`src/inc/uart_irq_pkg.sv`:
```
package uart_irq_pkg;
    // register byte offsets on the AXI4-Lite port
    localparam logic [7:0] OFS_IRQ_CTRL0 = 8'h00;
    localparam logic [7:0] OFS_SER_CTRL  = 8'h04;
    localparam logic [7:0] OFS_SER_STAT  = 8'h08;

    // primary_irq_control_0 fields
    localparam int B_GLOBAL_EN   = 0;
    localparam int B_EXT_PIN_EN  = 1;
    localparam int B_SERIAL_EN   = 2;
    localparam int B_TB0_EN      = 3;
    localparam int B_EXT_PIN_FLG = 4;
    localparam int B_SERIAL_FLG  = 5;
    localparam int B_TB0_FLG     = 6;
    localparam logic [7:0] IRQ_CTRL0_RESET = 8'h00;
    localparam logic [7:0] IRQ_CTRL0_WMASK = 8'h7F;

    // serial control fields
    localparam int C_TX_EMPTY_EN = 0;
    localparam int C_TX_IDLE_EN  = 1;
    localparam int C_RX_IRQ_EN   = 2;
    localparam int C_ADDR_DET_EN = 3;
    localparam int C_WAKE_EN     = 4;
    localparam int C_UNIT_EN     = 5;
    localparam int C_RX_EN       = 6;
    localparam int C_PARITY_EN   = 7;
    localparam int C_NINE_BIT    = 8;
    localparam int SER_CTRL_W    = 9;
    localparam logic [SER_CTRL_W-1:0] SER_CTRL_RESET = 9'h000;

    // serial status fields (read only)
    localparam int S_TX_EMPTY  = 0;
    localparam int S_TX_IDLE   = 1;
    localparam int S_RX_AVAIL  = 2;
    localparam int S_OVERRUN   = 3;
    localparam int S_CLOCK_ON  = 4;
    localparam int S_STARTUP   = 5;
    localparam int S_WAKE_WAIT = 6;

    // AXI responses
    localparam logic [1:0] RESP_OKAY   = 2'h0;
    localparam logic [1:0] RESP_DECERR = 2'h3;

    // register select codes
    localparam logic [1:0] SEL_CTRL0 = 2'h0;
    localparam logic [1:0] SEL_SCTRL = 2'h1;
    localparam logic [1:0] SEL_SSTAT = 2'h2;
    localparam logic [1:0] SEL_NONE  = 2'h3;

    // start-up interval after a resume, rounded up to whole clocks
    localparam int CLK_PERIOD_NS   = 8;
    localparam int STARTUP_TIME_NS = 16000;
    localparam int STARTUP_CYCLES  = (STARTUP_TIME_NS + CLK_PERIOD_NS - 1) / CLK_PERIOD_NS;
    localparam int STARTUP_W       = 12;

    typedef enum logic [1:0] {WK_IDLE, WK_WAIT_CLK, WK_STARTUP} wake_state_t;
endpackage

```
`src/design/uart_irq_logic.sv`:
```
module uart_irq_logic
    import uart_irq_pkg::*;
#(
    parameter int STARTUP_COUNT = STARTUP_CYCLES
) (
    input  wire logic        aclk,
    input  wire logic        aresetn,
    input  wire logic        s_axi_awvalid,
    output logic             s_axi_awready,
    input  wire logic [7:0]  s_axi_awaddr,
    input  wire logic        s_axi_wvalid,
    output logic             s_axi_wready,
    input  wire logic [31:0] s_axi_wdata,
    input  wire logic [3:0]  s_axi_wstrb,
    output logic             s_axi_bvalid,
    input  wire logic        s_axi_bready,
    output logic [1:0]       s_axi_bresp,
    input  wire logic        s_axi_arvalid,
    output logic             s_axi_arready,
    input  wire logic [7:0]  s_axi_araddr,
    output logic             s_axi_rvalid,
    input  wire logic        s_axi_rready,
    output logic [31:0]      s_axi_rdata,
    output logic [1:0]       s_axi_rresp,
    input  wire logic        tx_empty_flag,
    input  wire logic        tx_idle_flag,
    input  wire logic        receive_available_flag,
    input  wire logic        overrun_flag,
    input  wire logic        rx_bit8,
    input  wire logic        rx_bit9,
    input  wire logic        serial_line,
    input  wire logic        uart_clock_on,
    input  wire logic        stack_full,
    input  wire logic        irq_serviced,
    input  wire logic        serial_vector_taken,
    output logic             uart_irq_n,
    output logic             serial_vector_req,
    output logic             resume_request,
    output logic             discard_rx,
    output logic             uart_run
);
    // decode shared by the read and write paths
    function automatic logic [1:0] reg_sel(input logic [7:0] addr);
        case (addr)
            OFS_IRQ_CTRL0: reg_sel = SEL_CTRL0;
            OFS_SER_CTRL:  reg_sel = SEL_SCTRL;
            OFS_SER_STAT:  reg_sel = SEL_SSTAT;
            default:       reg_sel = SEL_NONE;
        endcase
    endfunction

    logic [7:0]            irq_ctrl0;
    logic [SER_CTRL_W-1:0] ser_ctrl;
    logic                  aw_held, w_held;
    logic [7:0]            aw_addr;
    logic [31:0]           w_data;
    logic [3:0]            w_strb;
    logic [3:0]            src_prev;
    logic                  rx_flag_prev;
    logic                  line_s1, line_s2, line_s3;
    wake_state_t           wake_state;
    logic [STARTUP_W-1:0]  startup_cnt;
    logic                  next_aw_held, next_w_held, next_bvalid, next_rvalid;
    logic [7:0]            next_aw_addr, next_irq_ctrl0;
    logic [31:0]           next_w_data, next_rdata;
    logic [3:0]            next_w_strb;
    logic [1:0]            next_bresp, next_rresp;
    logic [SER_CTRL_W-1:0] next_ser_ctrl;
    wake_state_t           next_wake_state;
    logic [STARTUP_W-1:0]  next_startup_cnt;
    logic                  next_irq_n, next_resume;
    logic [3:0]            src_now;
    logic [31:0]           status_word;
    logic                  top_bit, rx_rise, ev_addr, ev_rxdata, ev_wake, serial_event, line_fall;
    logic                  wake_armed, do_write;

    // AXI handshakes are combinational; one write and one read in flight
    assign s_axi_awready = !aw_held;
    assign s_axi_wready  = !w_held;
    assign s_axi_arready = !s_axi_rvalid;
    assign do_write      = aw_held && w_held && !s_axi_bvalid;
    assign serial_vector_req = irq_ctrl0[B_GLOBAL_EN] && irq_ctrl0[B_SERIAL_EN]
                               && irq_ctrl0[B_SERIAL_FLG] && !stack_full;
    assign discard_rx = (wake_state != WK_IDLE);
    // the serial core only steps while its clock runs; it freezes, never resets, when off
    assign uart_run   = uart_clock_on && (wake_state != WK_STARTUP);

    // source conditions, each masked before edge detection except the address-detect edge, which uses the raw flag
    always_comb begin
        top_bit = ser_ctrl[C_NINE_BIT] ? rx_bit9 : rx_bit8;
        src_now[0] = tx_empty_flag && ser_ctrl[C_TX_EMPTY_EN];
        src_now[1] = tx_idle_flag && ser_ctrl[C_TX_IDLE_EN];
        src_now[2] = receive_available_flag && ser_ctrl[C_RX_IRQ_EN];
        src_now[3] = overrun_flag && ser_ctrl[C_RX_IRQ_EN];
        rx_rise   = src_now[2] && !src_prev[2];
        // address detect qualifies rx data on the top received bit
        ev_rxdata = rx_rise && (!ser_ctrl[C_ADDR_DET_EN] || top_bit);
        // raw flag edge: with the receiver mask off a masked edge would never fire
        ev_addr   = receive_available_flag && !rx_flag_prev && ser_ctrl[C_ADDR_DET_EN] && top_bit;
        ev_wake   = (wake_state == WK_STARTUP) && (startup_cnt == STARTUP_W'(0))
                    && irq_ctrl0[B_GLOBAL_EN] && irq_ctrl0[B_SERIAL_EN];
        serial_event = (src_now[0] && !src_prev[0]) || (src_now[1] && !src_prev[1])
                       || ev_rxdata || (src_now[3] && !src_prev[3]) || ev_addr || ev_wake;
        line_fall  = line_s3 && !line_s2;
        wake_armed = !uart_clock_on && ser_ctrl[C_WAKE_EN] && ser_ctrl[C_UNIT_EN]
                     && ser_ctrl[C_RX_EN] && ser_ctrl[C_RX_IRQ_EN];
        status_word = 32'h0000_0000;
        status_word[S_TX_EMPTY]  = tx_empty_flag;
        status_word[S_TX_IDLE]   = tx_idle_flag;
        status_word[S_RX_AVAIL]  = receive_available_flag;
        status_word[S_OVERRUN]   = overrun_flag;
        status_word[S_CLOCK_ON]  = uart_clock_on;
        status_word[S_STARTUP]   = (wake_state == WK_STARTUP);
        status_word[S_WAKE_WAIT] = (wake_state == WK_WAIT_CLK);
    end

    // register file and bus next state
    always_comb begin
        next_aw_held   = aw_held;
        next_w_held    = w_held;
        next_aw_addr   = aw_addr;
        next_w_data    = w_data;
        next_w_strb    = w_strb;
        next_bvalid    = s_axi_bvalid;
        next_bresp     = s_axi_bresp;
        next_rvalid    = s_axi_rvalid;
        next_rdata     = s_axi_rdata;
        next_rresp     = s_axi_rresp;
        next_irq_ctrl0 = irq_ctrl0;
        next_ser_ctrl  = ser_ctrl;
        if (s_axi_awvalid && !aw_held) begin
            next_aw_held = 1'b1;
            next_aw_addr = s_axi_awaddr;
        end
        if (s_axi_wvalid && !w_held) begin
            next_w_held = 1'b1;
            next_w_data = s_axi_wdata;
            next_w_strb = s_axi_wstrb;
        end
        if (s_axi_bvalid && s_axi_bready) begin
            next_bvalid = 1'b0;
        end
        if (do_write) begin
            next_aw_held = 1'b0;
            next_w_held  = 1'b0;
            next_bvalid  = 1'b1;
            next_bresp   = RESP_OKAY;
            case (reg_sel(aw_addr))
                SEL_CTRL0: if (w_strb[0]) begin
                    next_irq_ctrl0 = w_data[7:0] & IRQ_CTRL0_WMASK;
                end
                SEL_SCTRL: begin
                    // control bits change only here, never on clock stop
                    if (w_strb[0]) begin
                        next_ser_ctrl[7:0] = w_data[7:0];
                    end
                    if (w_strb[1]) begin
                        next_ser_ctrl[C_NINE_BIT] = w_data[C_NINE_BIT];
                    end
                end
                SEL_SSTAT: ;                            // flags ignore writes
                default: next_bresp = RESP_DECERR;
            endcase
        end
        // servicing clears the global enable; hardware set beats both clears
        if (irq_serviced) begin
            next_irq_ctrl0[B_GLOBAL_EN] = 1'b0;
        end
        if (serial_vector_taken) begin
            next_irq_ctrl0[B_SERIAL_FLG] = 1'b0;
        end
        if (serial_event) begin
            next_irq_ctrl0[B_SERIAL_FLG] = 1'b1;
        end
        if (s_axi_rvalid && s_axi_rready) begin
            next_rvalid = 1'b0;
        end
        if (s_axi_arvalid && !s_axi_rvalid) begin
            next_rvalid = 1'b1;
            next_rresp  = RESP_OKAY;
            case (reg_sel(s_axi_araddr))
                SEL_CTRL0: next_rdata = {24'h000000, irq_ctrl0};
                SEL_SCTRL: next_rdata = {23'h000000, ser_ctrl};
                SEL_SSTAT: next_rdata = status_word;
                default: begin
                    next_rdata = 32'h0000_0000;
                    next_rresp = RESP_DECERR;
                end
            endcase
        end
    end

    always_ff @(posedge aclk) begin
        if (!aresetn) begin
            aw_held      <= 1'b0;
            w_held       <= 1'b0;
            aw_addr      <= 8'h00;
            w_data       <= 32'h0000_0000;
            w_strb       <= 4'h0;
            s_axi_bvalid <= 1'b0;
            s_axi_bresp  <= RESP_OKAY;
            s_axi_rvalid <= 1'b0;
            s_axi_rdata  <= 32'h0000_0000;
            s_axi_rresp  <= RESP_OKAY;
            irq_ctrl0    <= IRQ_CTRL0_RESET;
            ser_ctrl     <= SER_CTRL_RESET;
        end else begin
            aw_held      <= next_aw_held;
            w_held       <= next_w_held;
            aw_addr      <= next_aw_addr;
            w_data       <= next_w_data;
            w_strb       <= next_w_strb;
            s_axi_bvalid <= next_bvalid;
            s_axi_bresp  <= next_bresp;
            s_axi_rvalid <= next_rvalid;
            s_axi_rdata  <= next_rdata;
            s_axi_rresp  <= next_rresp;
            irq_ctrl0    <= next_irq_ctrl0;
            ser_ctrl     <= next_ser_ctrl;
        end
    end

    // resume sequencer: aclk keeps running while the serial clock is off
    always_comb begin
        next_wake_state  = wake_state;
        next_startup_cnt = startup_cnt;
        next_resume      = 1'b0;
        next_irq_n       = !(serial_event && irq_ctrl0[B_SERIAL_EN]);
        case (wake_state)
            WK_IDLE: if (wake_armed && line_fall) begin
                next_resume     = 1'b1;
                next_wake_state = WK_WAIT_CLK;
            end
            WK_WAIT_CLK: if (uart_clock_on) begin
                next_wake_state  = WK_STARTUP;
                next_startup_cnt = STARTUP_W'(STARTUP_COUNT - 1);
            end
            WK_STARTUP: begin
                if (startup_cnt == STARTUP_W'(0)) begin
                    next_wake_state = WK_IDLE;
                end else begin
                    next_startup_cnt = startup_cnt - STARTUP_W'(1);
                end
            end
            default: next_wake_state = WK_IDLE;
        endcase
    end

    // the line synchroniser: only s2 and s3 feed the edge detector
    always_ff @(posedge aclk) begin
        if (!aresetn) begin
            line_s1        <= 1'b1;
            line_s2        <= 1'b1;
            line_s3        <= 1'b1;
            src_prev       <= 4'h0;
            rx_flag_prev   <= 1'b0;
            wake_state     <= WK_IDLE;
            startup_cnt    <= '0;
            uart_irq_n     <= 1'b1;
            resume_request <= 1'b0;
        end else begin
            line_s1        <= serial_line;
            line_s2        <= line_s1;
            line_s3        <= line_s2;
            src_prev       <= src_now;
            rx_flag_prev   <= receive_available_flag;
            wake_state     <= next_wake_state;
            startup_cnt    <= next_startup_cnt;
            uart_irq_n     <= next_irq_n;
            resume_request <= next_resume;
        end
    end
endmodule // uart_irq_logic

```
`config.mk`:
```
export PLATFORM = sky130hd
export DESIGN_NAME = uart_irq_logic
export DESIGN_NICKNAME = d
export VERILOG_FILES = /design/src/inc/uart_irq_pkg.sv /design/src/design/uart_irq_logic.sv
export SDC_FILE = /design/constraint.sdc
export NUM_CORES = 1
export LEC_CHECK = 0
export BUFFER_PORTS_ARGS = -buffer_cell sky130_fd_sc_hd__buf_2
export CAP_MARGIN = 10
export CORE_MARGIN = 2
export CORE_UTILIZATION = 45
export CTS_BUF_LIST = sky130_fd_sc_hd__clkbuf_8
export DETAILED_ROUTE_END_ITERATION = 6
export PLACE_DENSITY = 0.7
export SYNTH_ARGS = -nofsm -noshare
export SYNTH_HDL_FRONTEND = slang
export SYNTH_SLANG_ARGS = --single-unit
```
`constraint.sdc`:
```
create_clock -name aclk -period 5.65 [get_ports aclk]
set_input_delay 0.565 -clock aclk [delete_from_list [all_inputs] [get_ports aclk]]
set_output_delay 0.565 -clock aclk [all_outputs]
set_load 0.05 [all_outputs]
```
==> flow_summary_export.csv <==
group,metric,value,unit
drt,routed_via_density,5.12,
sta,post-route-period-util,37.3,%
drt,drc,0,
worst_setup_path,crit_slowest_cell,"nor4b_1",
drt,num_vias,2731,
yosys,syn_area_per_cell,9.00,sq um
yosys,yosysTopAreaCellShare,44.3,%
yosys,synth_ff_type,"dfxtp_1",
place,gp_congestion,0.779,
sta,clock.fmax,0.475,GHz
yosys,synth_cell_type_count,51,
yosys,synth.area.top_cells,"dfxtp_1, mux2i_1, buf_4",
clock_tree,cts_buffers,9,
layout,syn2layout_area_growth,16.2,%
power,p_per_area,311,nW/um^2
power,p_leak,1.65,nW
run_status,status,"complete, no violations",
yosys,synth_warnings,0,
place,post-place-ws,3.55,ns
sta,min_period,2.11,ns
clock_tree,root_buffer,"clkbuf_8",
clock_tree,clk_pin_slew,0.08,ns
yosys,ys_seq_area_share,44.3,%
die,initial_core_util,46.3,%
grt,grt_antenna_before_repair,0,
clock_tree,cts_resized,0,
worst_setup_path,crit_type,"flip-flop to flip-flop",
worst_setup_path,end_kind,"flip-flop",
yosys,synth_area_leader_cell,"dfxtp_1",
clock_tree,cts_max_level,3,
die,coreArea,7210,sq um
sta,slew-limit-headroom,41.4,%
layout,layout-drive-gt1-share,22.6,%
sta,fin_ws,3.54,ns
sta,rsz0062_at_grt,"no",
layout,n_antenna_cell,0,
sta,clock_skew,0.00786,ns
grt,grt_pass1_vias,2362,
worst_hold_path,hold_class,"input port to flip-flop",
sta,tns,0,ns
place,portBuffers,67,
grt,grt.overflow.total,0,
drt,wl_per_cell,13.3,microns
die,num_rows,31,
drt,ant_nets,0,
layout,layout.cells.non_filler,533,
worst_setup_path,cp-start-kind,"flip-flop",
drt,drt-initial-drc-count,141,
worst_setup_path,cp.required,5.86,ns
grt,grt_usage,17.7,%
worst_hold_path,min_from,"irq_serviced",
die,dieHeight,90.2,microns
grt,grt_max_degree,58,
clock_tree,post_cts_buffers,0,
yosys,synthCells,371,
yosys,synth-edff-count,0,
worst_setup_path,cp_cell_sequence,"inv_1, ha_1, nor4b_1, a31o_2, or2_2, a31oi_1",
worst_setup_path,r2r-start,"startup_cnt[0]",
die,die-area,8130,sq um
power,peakVddDrop,0.000137,V
sta,tightest_slew,0.878,ns
die,io_pins,116,
place,post-dp-hpwl,5050,microns
clock_tree,clkLatencyLatePin,0.35,ns
clock_tree,cts_hold_buf,0,
clock_tree,cts_tree,"built",
yosys,synth_seq_cells,74,
drt,firstDrtPassIters,4,
yosys,yosysMostFrequentCell,"dfxtp_1",
place,placed_cells,517,
clock_tree,clock-sinks,74,
yosys,async_flop_share,0,%
yosys,syn_area,3340,sq um
worst_setup_path,slowest_delay,0.67,ns
sta,setup_viol,0,
worst_setup_path,cp_max_fo,16,
grt,grt_pass1_wl,11400,microns
drt,wl,7100,microns
sta,drv_slew,0,
worst_setup_path,crit_start,"startup_cnt[0]",
layout,finalNetCount,501,
die,die_w,90.2,microns
yosys,synth_common_cells,"dfxtp_1, nor2_1, nand2_1, mux2i_1, buf_4",
worst_setup_path,arrival,2.32,ns
run,maxCapViolCount,0,
clock_tree,cts_buffer_depth,2,
sta,hold_viol,0,
-- per-stage QoR --
stage               cell area (sq um)  hold slack [ns]  utilization, %  total power [W]
floorplan                        3420            0.386               -         0.000662
global placement                 3620            0.392            50.1         0.000677
detailed placement               3620            0.399            50.1         0.000679
CTS                              3880            0.357            53.8          0.00121
global route                     3880            0.374            53.8          0.00125
finish                           3880            0.368            53.8          0.00121
-- logic make-up after synthesis --
| family | synth area share (%) |
|---|---|
| flops | 44.3 |
| mux | 9.66 |
| other cells | 0.112 |
| compound gates | 11.8 |
| buf+inv | 9.18 |
| simple gates | 24.1 |
| fa+ha+maj | 0.749 |
-- registers in the layout, indices dropped and copies added (netlist names), 2 cells and up --
| name | count |
|---|---|
| wake_state | 2 |
| startup_cnt | 12 |
| w_strb | 2 |
| s_axi_rdata | 9 |
| src_prev | 4 |
| irq_ctrl0 | 7 |
| aw_addr | 8 |
| w_data | 9 |
| ser_ctrl | 9 |
-- worst paths after layout --
path	endpoint	slack, ns	cells past startpoint
min	irq_ctrl0[0]	0.37	2
max	startup_cnt[3]	3.54	6
max reg2reg	startup_cnt[3]	3.54	6
min reg2reg	line_s2	0.41	1
-- where the power goes --
part	internal [W]	switching [W]
logic	0.0000324	0.0000912
registers	0.000534	0.00000926
clock network	0.000338	0.000201
total	0.000904	0.000301
-- layout by cell type (no fill, tap or decap), types with 7 or more instances in the layout --
master,netlist,routed
inv_1,9,9
a21oi_1,22,22
buf_2,0,67
clkbuf_8,1,9
conb_1,1,23
or4_1,7,7
nor2_1,39,39
dfxtp_1,74,74
nor2b_1,8,8
nor3_1,7,7
a31oi_1,7,7
nand2_1,37,37
mux2i_1,30,30
-- layout make-up --
type / instances / area, sq um
Fill cell: 682 / 3330
Multi-Input combinational cell: 267 / 1640
Sequential cell: 74 / 1480
Timing Repair Buffer: 68 / 343
Clock inverter: 7 / 141
Clock buffer: 9 / 124
Tap cell: 99 / 124
Inverter: 9 / 33.8
-- layer usage --
layer | wire length, microns | up-vias | part of all wire (%) | global-route usage (%)
met1 | 3510 | 1264 | 49 | 24.6
met3 | 384 | 7 | 5.4 | 4.86
met2 | 3100 | 82 | 44 | 26.1
met4 | 105 | 0 | 1.5 | 6.92
li1 | - | 1378 | - | -
met5 | 0 | - | 0 | 0
-- worst max-delay path, delay by kind of cell, from the launching register on --
kind / cells / cell delay, ns
AOI/OAI and AO/OA: 2 / 0.51
adders and majority gates: 1 / 0.15
buffers and inverters: 1 / 0.12
DFF: 1 / 0.33
and+or+nand+nor: 2 / 0.86
Note: power is estimated with default switching activity, not from simulation.
